`config.mk`:
```
export PLATFORM = sky130hd
export DESIGN_NAME = ptc_top
export DESIGN_NICKNAME = d
export VERILOG_FILES = /design/src/inc/ptc_pkg.sv /design/src/verilog/ptc_div.sv /design/src/verilog/ptc_top.sv
export SDC_FILE = /design/constraint.sdc
export NUM_CORES = 2
export LEC_CHECK = 0
export BUFFER_PORTS_ARGS = -buffer_cell sky130_fd_sc_hd__buf_2
export CORE_UTILIZATION = 40
export CTS_CLUSTER_DIAMETER = 150
export CTS_CLUSTER_SIZE = 25
export DETAILED_ROUTE_END_ITERATION = 7
export PLACE_DENSITY = 0.56
export SYNTH_ARGS = -nofsm -noshare
export SYNTH_HDL_FRONTEND = slang
export SYNTH_SLANG_ARGS = --single-unit
```
`constraint.sdc`:
```
create_clock -name clk -period 7.82 [get_ports clk]
set_clock_uncertainty 0.2 [all_clocks]
set_input_delay 0.391 -clock clk [delete_from_list [all_inputs] [get_ports clk]]
set_output_delay 0.391 -clock clk [all_outputs]
set_load 0.01 [all_outputs]
```
`src/inc/ptc_pkg.sv`:
```
package ptc_pkg;
    localparam int CNT_W = 48;
    localparam int SMP_W = 16;
    localparam int DAT_W = 32;
    localparam int ADR_W = 4;
    localparam int EV_W = 3;
    localparam int TB_MHZ = 100;
    localparam int CLK_MHZ = 20;
    localparam logic [47:0] TB_STEP = 48'(TB_MHZ / CLK_MHZ);
    localparam logic [47:0] CNT_MAX = 48'hFFFFFFFFFFFF;
    localparam logic [3:0] A_CTRL = 4'h0;
    localparam logic [3:0] A_ON = 4'h1;
    localparam logic [3:0] A_OFF = 4'h2;
    localparam logic [3:0] A_TMO = 4'h3;
    localparam logic [3:0] A_MIN = 4'h4;
    localparam logic [3:0] A_RNUM = 4'h5;
    localparam logic [3:0] A_RDIV = 4'h6;
    localparam logic [3:0] A_DFULL = 4'h7;
    localparam logic [3:0] A_TOL = 4'h8;
    localparam logic [3:0] A_RES = 4'h9;
    localparam logic [3:0] A_STS = 4'hA;
    localparam logic [3:0] A_MASK = 4'hB;
    localparam logic [3:0] A_PERLO = 4'hC;
    localparam logic [3:0] A_PERHI = 4'hD;
    localparam logic [3:0] A_STATE = 4'hE;
    localparam int CTRL_EN_B = 0;
    localparam int CTRL_RUN_B = 1;
    localparam int CTRL_MODE_LSB = 2;
    localparam int CTRL_DROP_B = 5;
    localparam int EV_RES_B = 0;
    localparam int EV_TMO_B = 1;
    localparam int EV_DROP_B = 2;
    localparam logic [5:0] CTRL_RST = 6'h00;
    localparam logic [15:0] ON_RST = 16'h0000;
    localparam logic [15:0] OFF_RST = 16'h0000;
    localparam logic [31:0] TMO_RST = 32'h00000000;
    localparam logic [31:0] MIN_RST = 32'h00000000;
    localparam logic [31:0] RNUM_RST = 32'h05F5E100;
    localparam logic [31:0] RDIV_RST = 32'h00000001;
    localparam logic [15:0] DFULL_RST = 16'h2710;
    localparam logic [7:0] TOL_RST = 8'h07;
    localparam logic [2:0] MASK_RST = 3'h0;
    typedef enum logic [2:0] {
        PTC_FREQ, PTC_PERIOD, PTC_PULSE, PTC_PAUSE, PTC_DUTY
    } ptc_mode_e;
    typedef enum logic {ST_IDLE, ST_DIV} ptc_cst_e;
endpackage : ptc_pkg

```
`src/verilog/ptc_div.sv`:
```
`timescale 1ns/100ps
`default_nettype none
module ptc_div
    import ptc_pkg::*;
(
    input wire logic clk,
    input wire logic srst,
    input wire logic ce,
    input wire logic start,
    input wire logic [63:0] num,
    input wire logic [47:0] den,
    output logic done,
    output logic [63:0] quo
);
    logic busy_ff, nxt_busy;
    logic [6:0] step_ff, nxt_step;
    logic [48:0] rem_ff, nxt_rem;
    logic [63:0] q_ff, nxt_q;
    logic done_ff, nxt_done;
    logic [48:0] rem_sh;

    // Restoring division, one quotient bit per cycle; a zero divisor
    // yields all ones, which the caller saturates.
    always_comb
    begin
        nxt_busy = busy_ff;
        nxt_step = step_ff;
        nxt_rem = rem_ff;
        nxt_q = q_ff;
        nxt_done = 1'b0;
        rem_sh = {rem_ff[47:0], q_ff[63]};
        if (start)
        begin
            nxt_busy = 1'b1;
            nxt_step = 7'h00;
            nxt_rem = 49'h0;
            nxt_q = num;
        end
        else if (busy_ff)
        begin
            nxt_q = {q_ff[62:0], 1'b0};
            nxt_rem = rem_sh;
            if (rem_sh >= {1'b0, den})
            begin
                nxt_rem = rem_sh - {1'b0, den};
                nxt_q[0] = 1'b1;
            end
            nxt_step = step_ff + 7'h01;
            if (step_ff == 7'h3F)
            begin
                nxt_busy = 1'b0;
                nxt_done = 1'b1;
            end
        end
    end

    always_ff @(posedge clk)
    begin
        if (srst)
        begin
            busy_ff <= 1'b0;
            step_ff <= 7'h00;
            rem_ff <= 49'h0;
            q_ff <= 64'h0;
            done_ff <= 1'b0;
        end
        else if (ce)
        begin
            busy_ff <= nxt_busy;
            step_ff <= nxt_step;
            rem_ff <= nxt_rem;
            q_ff <= nxt_q;
            done_ff <= nxt_done;
        end
    end

    assign done = done_ff;
    assign quo = q_ff;
endmodule : ptc_div
`default_nettype wire

```
`src/verilog/ptc_top.sv`:
```
// Function
// Time the comparator output with a 48-bit counter.
// Count high phase and full period in 100 MHz timebase ticks.
// Square the input with separate ON and OFF levels (hysteresis).
// On timeout without ON crossing, output the configured minimum value.
// A measurement is valid only after alternating ON and OFF crossings.
// Frequency mode: scaled reciprocal of the period count.
// Duty mode: pulse count over period count, scaled.
// Duty at too-low frequency: 0 % if low, 100 % if high.
// Period mode: scaled count between two successive ON crossings.
// Pulse mode: scaled count from ON crossing to next OFF crossing.
// Pause mode: pulse measurement on the inverted comparator signal.
// Optional mode ignores frequency drops within a set tolerance; the code ignores drops beyond it.
// Indicator shows acquisition only when both levels are reached.
// Indicator follows signal only if enabled, running, thresholds valid.
// Software should program a timeout to bound dead-signal delay.
// Restart counters at each qualifying crossing; saturate at maximum.
//
// Local design decisions: the placing of the registers and the strobed register port.
`timescale 1ns/100ps
`default_nettype none
module ptc_top
    import ptc_pkg::*;
(
    input wire logic clk,
    input wire logic srst,
    input wire logic ce,
    input wire logic [SMP_W-1:0] smp_in,
    input wire logic [ADR_W-1:0] addr,
    input wire logic [DAT_W-1:0] wdata,
    input wire logic we,
    input wire logic re,
    output logic [DAT_W-1:0] rdata,
    output logic [DAT_W-1:0] result,
    output logic result_vld,
    output logic led,
    output logic irq
);
    function automatic logic hit(input logic [3:0] a, input logic [3:0] r);
        hit = (a == r);
    endfunction : hit

    logic [SMP_W-1:0] smp_s1_ff, smp_s2_ff;
    logic cmp_ff, nxt_cmp, eff_d_ff;
    logic [5:0] ctrl_ff, nxt_ctrl;
    logic [15:0] on_ff, nxt_on, off_ff, nxt_off, dfull_ff, nxt_dfull;
    logic [31:0] tmo_ff, nxt_tmo, min_ff, nxt_min;
    logic [31:0] rnum_ff, nxt_rnum, rdiv_ff, nxt_rdiv;
    logic [7:0] tol_ff, nxt_tol;
    logic [EV_W-1:0] sts_ff, nxt_sts, mask_ff, nxt_mask, ev;
    logic [DAT_W-1:0] rdata_ff, nxt_rdata;
    logic irq_ff, nxt_irq, led_ff, nxt_led;
    logic thr_ok, active, eff, rise, fall, drop_hit;
    ptc_mode_e mode;
    logic [CNT_W-1:0] cnt_ff, nxt_cnt, per_ff, nxt_per;
    logic [CNT_W-1:0] wid_ff, nxt_wid, last_ff, nxt_last;
    logic armed_ff, nxt_armed, seen_off_ff, nxt_seen_off;
    logic timed_ff, nxt_timed, locked_ff, nxt_locked;
    logic go_ff, nxt_go, tmo_go_ff, nxt_tmo_go, drop_ev_ff, nxt_drop_ev;
    ptc_cst_e cst_ff, nxt_cst;
    logic start_ff, nxt_start, vld_ff, nxt_vld, div_done;
    logic [63:0] num_ff, nxt_num, div_quo;
    logic [47:0] den_ff, nxt_den;
    logic [DAT_W-1:0] res_ff, nxt_res;

    // Multi-bit sample is assumed slow against clk; two stages only
    // guard against metastability, not against word skew.
    always_ff @(posedge clk)
    begin
        if (srst)
        begin
            smp_s1_ff <= 16'h0000;
            smp_s2_ff <= 16'h0000;
        end
        else if (ce)
        begin
            smp_s1_ff <= smp_in;
            smp_s2_ff <= smp_s1_ff;
        end
    end

    assign thr_ok = (on_ff > off_ff);
    assign active = ctrl_ff[CTRL_EN_B] & ctrl_ff[CTRL_RUN_B] & thr_ok;
    assign mode = ptc_mode_e'(ctrl_ff[CTRL_MODE_LSB +: 3]);
    assign eff = cmp_ff ^ (mode == PTC_PAUSE);
    assign rise = eff & ~eff_d_ff;
    assign fall = ~eff & eff_d_ff;
    assign drop_hit = ({6'h00, cnt_ff, 2'b00}
                       > (56'(last_ff) * 56'(tol_ff)));

    always_comb
    begin
        nxt_cmp = cmp_ff;
        if (thr_ok && smp_s2_ff >= on_ff)
            nxt_cmp = 1'b1;
        else if (thr_ok && smp_s2_ff <= off_ff)
            nxt_cmp = 1'b0;
        nxt_led = active & locked_ff & ~timed_ff & cmp_ff;
    end

    always_comb
    begin
        nxt_cnt = cnt_ff;
        nxt_per = per_ff;
        nxt_wid = wid_ff;
        nxt_last = last_ff;
        nxt_armed = armed_ff;
        nxt_seen_off = seen_off_ff;
        nxt_timed = timed_ff;
        nxt_locked = locked_ff;
        nxt_go = 1'b0;
        nxt_tmo_go = 1'b0;
        nxt_drop_ev = 1'b0;
        if (!active)
        begin
            nxt_cnt = '0;
            nxt_armed = 1'b0;
            nxt_seen_off = 1'b0;
            nxt_timed = 1'b0;
            nxt_locked = 1'b0;
        end
        else if (rise)
        begin
            // The crossing cycle itself belongs to the new period
            nxt_cnt = TB_STEP;
            nxt_armed = 1'b1;
            nxt_seen_off = 1'b0;
            nxt_timed = 1'b0;
            if (armed_ff && seen_off_ff)
            begin
                // A long gap from missing teeth keeps the last result
                if (ctrl_ff[CTRL_DROP_B] && last_ff != '0 && drop_hit)
                    nxt_drop_ev = 1'b1;
                else
                begin
                    nxt_go = 1'b1;
                    nxt_per = cnt_ff;
                    nxt_last = cnt_ff;
                    nxt_locked = 1'b1;
                end
            end
        end
        else
        begin
            if (cnt_ff > CNT_MAX - TB_STEP)
                nxt_cnt = CNT_MAX;
            else
                nxt_cnt = cnt_ff + TB_STEP;
            if (fall && armed_ff && !seen_off_ff)
            begin
                nxt_wid = cnt_ff;
                nxt_seen_off = 1'b1;
            end
            if (tmo_ff != '0 && !timed_ff && cnt_ff >= {16'h0000, tmo_ff})
            begin
                nxt_timed = 1'b1;
                nxt_armed = 1'b0;
                nxt_locked = 1'b0;
                nxt_tmo_go = 1'b1;
            end
        end
    end

    always_ff @(posedge clk)
    begin
        if (srst)
        begin
            cmp_ff <= 1'b0;
            eff_d_ff <= 1'b0;
            led_ff <= 1'b0;
            cnt_ff <= '0;
            per_ff <= '0;
            wid_ff <= '0;
            last_ff <= '0;
            armed_ff <= 1'b0;
            seen_off_ff <= 1'b0;
            timed_ff <= 1'b0;
            locked_ff <= 1'b0;
            go_ff <= 1'b0;
            tmo_go_ff <= 1'b0;
            drop_ev_ff <= 1'b0;
        end
        else if (ce)
        begin
            cmp_ff <= nxt_cmp;
            eff_d_ff <= eff;
            led_ff <= nxt_led;
            cnt_ff <= nxt_cnt;
            per_ff <= nxt_per;
            wid_ff <= nxt_wid;
            last_ff <= nxt_last;
            armed_ff <= nxt_armed;
            seen_off_ff <= nxt_seen_off;
            timed_ff <= nxt_timed;
            locked_ff <= nxt_locked;
            go_ff <= nxt_go;
            tmo_go_ff <= nxt_tmo_go;
            drop_ev_ff <= nxt_drop_ev;
        end
    end

    // A new period while dividing is dropped: the divider needs 65 cycles,
    // far below any period the 48-bit count is meant for.
    always_comb
    begin
        nxt_cst = cst_ff;
        nxt_start = 1'b0;
        nxt_num = num_ff;
        nxt_den = den_ff;
        nxt_res = res_ff;
        nxt_vld = 1'b0;
        case (cst_ff)
            ST_IDLE:
            begin
                if (go_ff)
                begin
                    nxt_start = 1'b1;
                    nxt_cst = ST_DIV;
                    case (mode)
                        PTC_PERIOD:
                        begin
                            nxt_num = 64'(per_ff);
                            nxt_den = 48'(rdiv_ff);
                        end
                        PTC_PULSE, PTC_PAUSE:
                        begin
                            nxt_num = 64'(wid_ff);
                            nxt_den = 48'(rdiv_ff);
                        end
                        PTC_DUTY:
                        begin
                            nxt_num = 64'(wid_ff) * 64'(dfull_ff);
                            nxt_den = per_ff;
                        end
                        default:
                        begin
                            nxt_num = 64'(rnum_ff);
                            nxt_den = per_ff;
                        end
                    endcase
                end
                else if (tmo_go_ff)
                begin
                    nxt_vld = 1'b1;
                    if (mode == PTC_DUTY)
                        nxt_res = cmp_ff ? 32'(dfull_ff) : 32'h0;
                    else
                        nxt_res = min_ff;
                end
            end
            ST_DIV:
            begin
                if (div_done)
                begin
                    nxt_vld = 1'b1;
                    nxt_cst = ST_IDLE;
                    if (div_quo[63:32] != 32'h0)
                        nxt_res = 32'hFFFFFFFF;
                    else
                        nxt_res = div_quo[31:0];
                end
            end
            default:
                nxt_cst = ST_IDLE;
        endcase
    end

    always_ff @(posedge clk)
    begin
        if (srst)
        begin
            cst_ff <= ST_IDLE;
            start_ff <= 1'b0;
            num_ff <= 64'h0;
            den_ff <= 48'h0;
            res_ff <= 32'h0;
            vld_ff <= 1'b0;
        end
        else if (ce)
        begin
            cst_ff <= nxt_cst;
            start_ff <= nxt_start;
            num_ff <= nxt_num;
            den_ff <= nxt_den;
            res_ff <= nxt_res;
            vld_ff <= nxt_vld;
        end
    end

    ptc_div u_div (
        .clk(clk),
        .srst(srst),
        .ce(ce),
        .start(start_ff),
        .num(num_ff),
        .den(den_ff),
        .done(div_done),
        .quo(div_quo)
    );

    assign ev = {drop_ev_ff, tmo_go_ff, vld_ff};

    always_comb
    begin
        nxt_ctrl = ctrl_ff;
        nxt_on = on_ff;
        nxt_off = off_ff;
        nxt_tmo = tmo_ff;
        nxt_min = min_ff;
        nxt_rnum = rnum_ff;
        nxt_rdiv = rdiv_ff;
        nxt_dfull = dfull_ff;
        nxt_tol = tol_ff;
        nxt_mask = mask_ff;
        nxt_rdata = 32'h0;
        if (we)
        begin
            if (hit(addr, A_CTRL)) nxt_ctrl = wdata[5:0];
            if (hit(addr, A_ON)) nxt_on = wdata[15:0];
            if (hit(addr, A_OFF)) nxt_off = wdata[15:0];
            if (hit(addr, A_TMO)) nxt_tmo = wdata;
            if (hit(addr, A_MIN)) nxt_min = wdata;
            if (hit(addr, A_RNUM)) nxt_rnum = wdata;
            if (hit(addr, A_RDIV)) nxt_rdiv = wdata;
            if (hit(addr, A_DFULL)) nxt_dfull = wdata[15:0];
            if (hit(addr, A_TOL)) nxt_tol = wdata[7:0];
            if (hit(addr, A_MASK)) nxt_mask = wdata[EV_W-1:0];
        end
        // Set beats the read-clear so a coincident event is kept
        nxt_sts = ev | (sts_ff & ~{EV_W{re & hit(addr, A_STS)}});
        nxt_irq = |(sts_ff & mask_ff);
        if (re)
        begin
            case (addr)
                A_CTRL: nxt_rdata = 32'(ctrl_ff);
                A_ON: nxt_rdata = 32'(on_ff);
                A_OFF: nxt_rdata = 32'(off_ff);
                A_TMO: nxt_rdata = tmo_ff;
                A_MIN: nxt_rdata = min_ff;
                A_RNUM: nxt_rdata = rnum_ff;
                A_RDIV: nxt_rdata = rdiv_ff;
                A_DFULL: nxt_rdata = 32'(dfull_ff);
                A_TOL: nxt_rdata = 32'(tol_ff);
                A_RES: nxt_rdata = res_ff;
                A_STS: nxt_rdata = 32'(sts_ff);
                A_MASK: nxt_rdata = 32'(mask_ff);
                A_PERLO: nxt_rdata = per_ff[31:0];
                A_PERHI: nxt_rdata = 32'(per_ff[47:32]);
                A_STATE: nxt_rdata = 32'({led_ff, cmp_ff, locked_ff,
                                         timed_ff, armed_ff});
                default: nxt_rdata = 32'h0;
            endcase
        end
    end

    always_ff @(posedge clk)
    begin
        if (srst)
        begin
            ctrl_ff <= CTRL_RST;
            on_ff <= ON_RST;
            off_ff <= OFF_RST;
            tmo_ff <= TMO_RST;
            min_ff <= MIN_RST;
            rnum_ff <= RNUM_RST;
            rdiv_ff <= RDIV_RST;
            dfull_ff <= DFULL_RST;
            tol_ff <= TOL_RST;
            mask_ff <= MASK_RST;
            sts_ff <= '0;
            irq_ff <= 1'b0;
            rdata_ff <= 32'h0;
        end
        else if (ce)
        begin
            ctrl_ff <= nxt_ctrl;
            on_ff <= nxt_on;
            off_ff <= nxt_off;
            tmo_ff <= nxt_tmo;
            min_ff <= nxt_min;
            rnum_ff <= nxt_rnum;
            rdiv_ff <= nxt_rdiv;
            dfull_ff <= nxt_dfull;
            tol_ff <= nxt_tol;
            mask_ff <= nxt_mask;
            sts_ff <= nxt_sts;
            irq_ff <= nxt_irq;
            rdata_ff <= nxt_rdata;
        end
    end

    assign rdata = rdata_ff;
    assign result = res_ff;
    assign result_vld = vld_ff;
    assign led = led_ff;
    assign irq = irq_ff;
endmodule : ptc_top
`default_nettype wire
```
# After elaboration in Yosys (flattened, before gate mapping)
# Index checks and enable logic that the tools add are counted.
op_classes:
  reduce_logical: 39
  multipliers: 2
  bitwise_logic: 19
  n_addsub: 3
  n_mux: 62
  magnitude_cmp: 7
  n_eq_ne: 26
ops:
  columns: ["op", "count"]
  rows:
  - ["$pmux W32 S15", 1]
  - ["$mux W48", 7]
  - ["$mux W32", 6]
  - ["$pmux W64 S3", 1]
  - ["$mux W64", 2]
  - ["$mul A48 B16 Y64", 1]
  - ["$pmux W32 S2", 1]
  - ["$reduce_bool A32 Y1", 2]
  - ["$gt A50 B56 Y1", 1]
  - ["$mul A48 B8 Y56", 1]
  - ["$ge A49 B48 Y1", 1]
  - ["$add A48 B3 Y48 const B", 1]
  - ["$ge A48 B32 Y1", 1]
  - ["$gt A48 B48 Y1 const B", 1]
  - ["$reduce_bool A48 Y1", 1]
  - ["$sub A48 B48 Y48", 1]
  - ["$mux W1", 39]
  - ["$reduce_and A3 Y1", 11]
  - ["$eq A4 B4 Y1 const B", 7]
  - ["$eq A4 B3 Y1 const B", 4]
  - ["$ge A16 B16 Y1", 1]
  - ["$gt A16 B16 Y1", 1]
  - ["$le A16 B16 Y1", 1]
  - ["$mux W16", 1]
  - ["29 further kinds", 64]
word_totals:
  in_bits: 57
  output_inout_bits: 67
  elab_cells: 197
  reg_bits: 683

# Logic depth before layout (Yosys ltp)
logic_depth:
  depth_word: 9
  ltp_mapped: 36

# Modules after synthesis
# From an unflattened synthesis, not the netlist that was laid out.
unflattened:
  hier_cells: 8798
  area_unflattened_um2: 71227.1
by_module_without_submodules:
  columns: ["module", "area_per_inst_um2", "cells_per_inst", "seq_area_each_um2", "instances"]
  rows:
  - ["ptc_top", 63076.7, 7749, 11250.8, 1]
  - ["ptc_div", 8150.3, 1049, 2422.3, 1]

# Worst setup path before layout
# No wires, ideal clock.
synth_path:
  path_kind: "register to register"
  startpoint: "register tol_ff[6]"
  endpoint: "register last_ff[11]"
  synth_period_minus_slack_ns: 7.646
  path_stages_with_launch: 34
  n_path_buf: 3
  setup_time_ns: 0.128
  arrival_time_ns: 7.319
  slack_ns: 0.174
  path_cell_list: "dfxtp_1 -> clkbuf_1 -> clkbuf_1 -> nand2_1 -> fa_1 -> fa_1 -> inv_1 -> fa_1 -> inv_1 -> fa_1 -> inv_1 -> ha_1 -> a21oi_1 -> o211ai_2 -> a211oi_4 -> o211ai_2 -> a41oi_2 -> o21ai_0 -> a21boi_0 -> o21ai_0 -> a31oi_1 -> xnor2_1 -> ha_1 -> nand3_1 -> nor3_1 -> nand3_1 -> and4b_1 -> a311oi_1 -> o2111ai_1 -> nor4_4 -> a21oi_4 -> buf_12 -> mux2i_1 -> nor2_1"
synth_via:
  elab_chain_cells: 5
synth_rtl:
  columns: ["item", "line_no", "text"]
  rows:
  - ["start, declared", "ptc_top.sv:49", "logic [7:0] tol_ff, nxt_tol;"]
  - ["start signal, assigned", "ptc_top.sv:384", "tol_ff <= nxt_tol;"]
  - ["$mul A48 B8 Y56", "ptc_top.sv:89", "> (56'(last_ff) * 56'(tol_ff)));"]
  - ["$gt A50 B56 Y1", "ptc_top.sv:89", null]
  - ["$logic_and A1 B1 Y1", "ptc_top.sv:132", "if (ctrl_ff[CTRL_DROP_B] && last_ff != '0 && drop_hit)"]
  - ["$not A1 Y1 (no line)", null, null]
  - ["$reduce_and A5 Y1 (no line)", null, null]
  - ["end signal, assigned", "ptc_top.sv:191", "last_ff <= nxt_last;"]
  - ["end, declared", "ptc_top.sv:56", "logic [CNT_W-1:0] wid_ff, nxt_wid, last_ff, nxt_last;"]
# Every way passes these cells.
# A chain may end at the register's enable or synchronous reset.

# Final worst setup path
layout_path:
  startpoint: "register tol_ff[7]"
  endpoint: "register last_ff[8]"
# The elaborated chain is that of the path after synthesis.

==> impl_metrics.json <==
{
  "synth_cell_types": 97,
  "irDropWorstVdd_mv": 0.167,
  "syn_area_per_cell_um2": 8.28,
  "critPathTopFamily": "adder cells",
  "fillers": 17300,
  "overflow": 0,
  "drc_errors": 0,
  "start_util": 0.404,
  "power.leakage_uw": 0.0322,
  "p_seq_frac": 0.603,
  "reg2reg_depth": 33,
  "tightestPinTransition_ns": 1.42,
  "fin_area_mm2": 0.0771,
  "port_buffers": 123,
  "antenna_found_initial": 22,
  "wl_per_cell_um": 23.6,
  "finalMaxSlewViolations": 0,
  "end_kind": "register",
  "placed_cells": 10700,
  "grtUsageTotal": 0.284,
  "top_level_ports": 124,
  "critPathKind": "register to register",
  "r2r_end": "last_ff[8]",
  "synthArstFlopShare": 0,
  "outcome": "completed",
  "yosysSeqAreaShare": 0.194,
  "grt_use_met1": 0.402,
  "clock_sinks": 683,
  "regToRegStartpoint": "tol_ff[7]",
  "timing.final.crit_share": 0.983,
  "final_common_cell": "nand2_1",
  "drtIter0Drc": 6029,
  "critPathBufInv": 8,
  "min_to": "cnt_ff[32]",
  "max_freq_ghz": 0.130,
  "postSynthCellCount": 8507,
  "cap_violations": 0,
  "reg2reg_slack_ns": 0.13,
  "crit_path_frequent_cell": "fa_1",
  "fin_cells": 10900,
  "hold_depth": 3,
  "wirelength_mm": 256,
  "nets": 9887,
  "hold_class": "input port to register",
  "worstHoldStart": "ce",
  "switching_share": 0.259,
  "required_ns": 8.18,
  "synth_warnings": 0,
  "cp.arrival_ns": 8.05,
  "core_region_area_mm2": 0.174,
  "cts_buffers": 31,
  "grt_max_degree": 158,
  "clock_path_buffers": 3,
  "grt_pass1_vias": 61300,
  "synth-edff-count": 0,
  "p_clk_frac": 0.335,
  "synth_ff_type": "dfxtp_1",
  "slew_headroom": 0.0471,
  "die_y_um": 422,
  "grt_pass1_wl_mm": 390,
  "critPathLaunchType": "register",
  "layout_common_cells": "nand2_1 (1381), inv_1 (978), fa_1 (916), dfxtp_1 (644), a21oi_1 (586)",
  "rsz0062_at_grt": "yes",
  "syn-cell-area_mm2": 0.0705,
  "die_area_mm2": 0.178,
  "final-setup-viol-count": 0,
  "clkSlewWorstSetupHoldPaths_ns": 0.11,
  "vias": 61300,
  "die_w_um": 422,
  "area_delta_synth_final_pct": 9.39,
  "cp_slowest_stage_delay_ns": 0.55,
  "placed_area_mm2": 0.0750,
  "ant_nets": 0,
  "power.density_mw_per_mm2": 75.6,
  "finalHoldViolCount": 0,
  "fin_crit_ns": 7.69,
  "placementRows": 153,
  "p_int_uw": 4320,
  "vias_per_cell": 5.65,
  "cts_tree": "built",
  "netSwitchingPower_uw": 1510,
  "holdWs_ns": 0.114,
  "first_pass_iters": 6,
  "grt_busiest_layer": "met2",
  "layout-drive-gt1-share": 0.0892,
  "dpl.hpwl_mm": 198,
  "syn_nets": 9874,
  "use_met2": 0.422,
  "path_max_fanout": 13,
  "clock_latency_ns": 0.70,
  "cts-root-buf": "clkbuf_16",
  "combPwrFrac": 0.062,
  "grt_util_met3": 0.0525,
  "slowest_stage": "fa_1",
  "htree_levels": 1,
  "synth.ff_latch_count": 683,
  "routabilityCongestion": 0.988
}
per-stage QoR:
step	util	worst slack, ns	TNS (ns)	total power, µW
finish	0.442	0.134	0	5830
global route	0.442	-0.167	-6.60	5970
CTS	0.440	0.0125	0	5830
detailed placement	0.430	-0.407	-17.43	3920
global placement	0.430	-0.286	-13.44	3920
floorplan	-	0.174	0	3770
worst min-delay path, delay by kind of cell:
kind,cells,cell delay [ns]
AO/OA/AOI/OAI,2,0.25
buffers and inverters,1,0.31
routing by layer:
metal  part of all wire  vias to the layer above
li1                   -                    27700
met1               0.43                    30600
met2               0.42                     2525
met3              0.090                      459
met4              0.052                       16
met5            0.00042                        -
worst max-delay path by stage:
stage,start,endpoint,slack [ns],cells past startpoint
after floorplan,tol_ff[6],last_ff[11],0.17,33
after global placement,tol_ff[7],last_ff[39],-0.29,33
after detailed placement,tol_ff[7],last_ff[43],-0.41,33
after CTS,tol_ff[7],last_ff[2],0.01,33
after global routing,tol_ff[7],last_ff[4],-0.17,34
final,tol_ff[7],last_ff[8],0.13,33
state kept, by name, indices dropped and copies added (netlist names), 8 cells and up:
name and cells:
result 32, u_div.rem_ff 48, smp_s2_ff 16, smp_s1_ff 16
off_ff 16, den_ff 48, last_ff 48, wid_ff 48
dfull_ff 16, on_ff 16, tol_ff 8, u_div.quo 64
rdata 32, num_ff 64, tmo_ff 32, cnt_ff 48
min_ff 32, rnum_ff 32, rdiv_ff 32
final cells by class:
class	instances	area (µm²)	share of cell area
diodes	13	32.5	0.000422
clock buffers	32	779	0.0101
clock inverters	3	40.0	0.000519
inverters	983	3690	0.0479
multi-input cells	6215	51100	0.663
flip-flops and latches	683	13700	0.178
well taps	2325	2910	0.0377
repair buffers	606	4760	0.0618
logic make-up (layout without fill, tap and decap cells):
logic type,after synthesis,after routing,synth area share
other,0,13,0
multiplexers,264,264,0.0375
buffers and inverters,1609,1624,0.0881
flip-flops,683,683,0.194
XOR/XNOR,156,156,0.0195
AO/OA/AOI/OAI,1595,1595,0.145
AND/OR/NAND/NOR,2890,2890,0.185
adder cells (fa/ha/maj),1310,1310,0.330
power by group through the flow:
stage,combinational [µW],sequential (µW),clock (µW)
finish,359,3510,1960
floorplan,190,3580,0
global placement,320,3600,0
CTS,348,3510,1970
global route,374,3520,2080
detailed placement,323,3600,0
synthesized netlist by cell type (17+ instances only):
cell type,n,area [µm²]
a211oi_1,155,1160
a21o_1,127,953
a21oi_1,599,3000
a221o_1,17,170
a221oi_1,65,569
a22o_1,34,298
a22oi_1,98,736
a31oi_1,45,282
and2_1,470,2940
and3_1,31,194
buf_1,27,101
buf_2,67,335
clkbuf_1,523,1960
dfxtp_1,683,13700
fa_1,919,18400
ha_1,391,4890
inv_1,980,3680
mux2i_1,261,2610
nand2_1,1386,5200
nand2b_1,23,144
nand3_1,85,425
nand3b_1,26,195
nand4_1,79,494
nor2_1,598,2240
nor2b_1,18,113
nor3_1,81,405
nor4_1,47,294
o211ai_1,18,135
o21a_1,25,188
o21ai_0,196,981
o21ai_1,32,160
o21bai_1,38,285
o22ai_1,28,175
o31ai_1,19,143
xnor2_1,88,771
xor2_1,67,587
what timing repair did:
action / in CTS / in global routing
endpoints found under the setup margin: 51 / 60
resized for setup: 53 / 76
cloned: 1 / 4
hold buffers: 50 / 0
buffers inserted: 7 / 9
pin swaps: 29 / 61
hold endpoints to repair: 225 / 0
No activity file was read; power rests on OpenSTA's default activity.
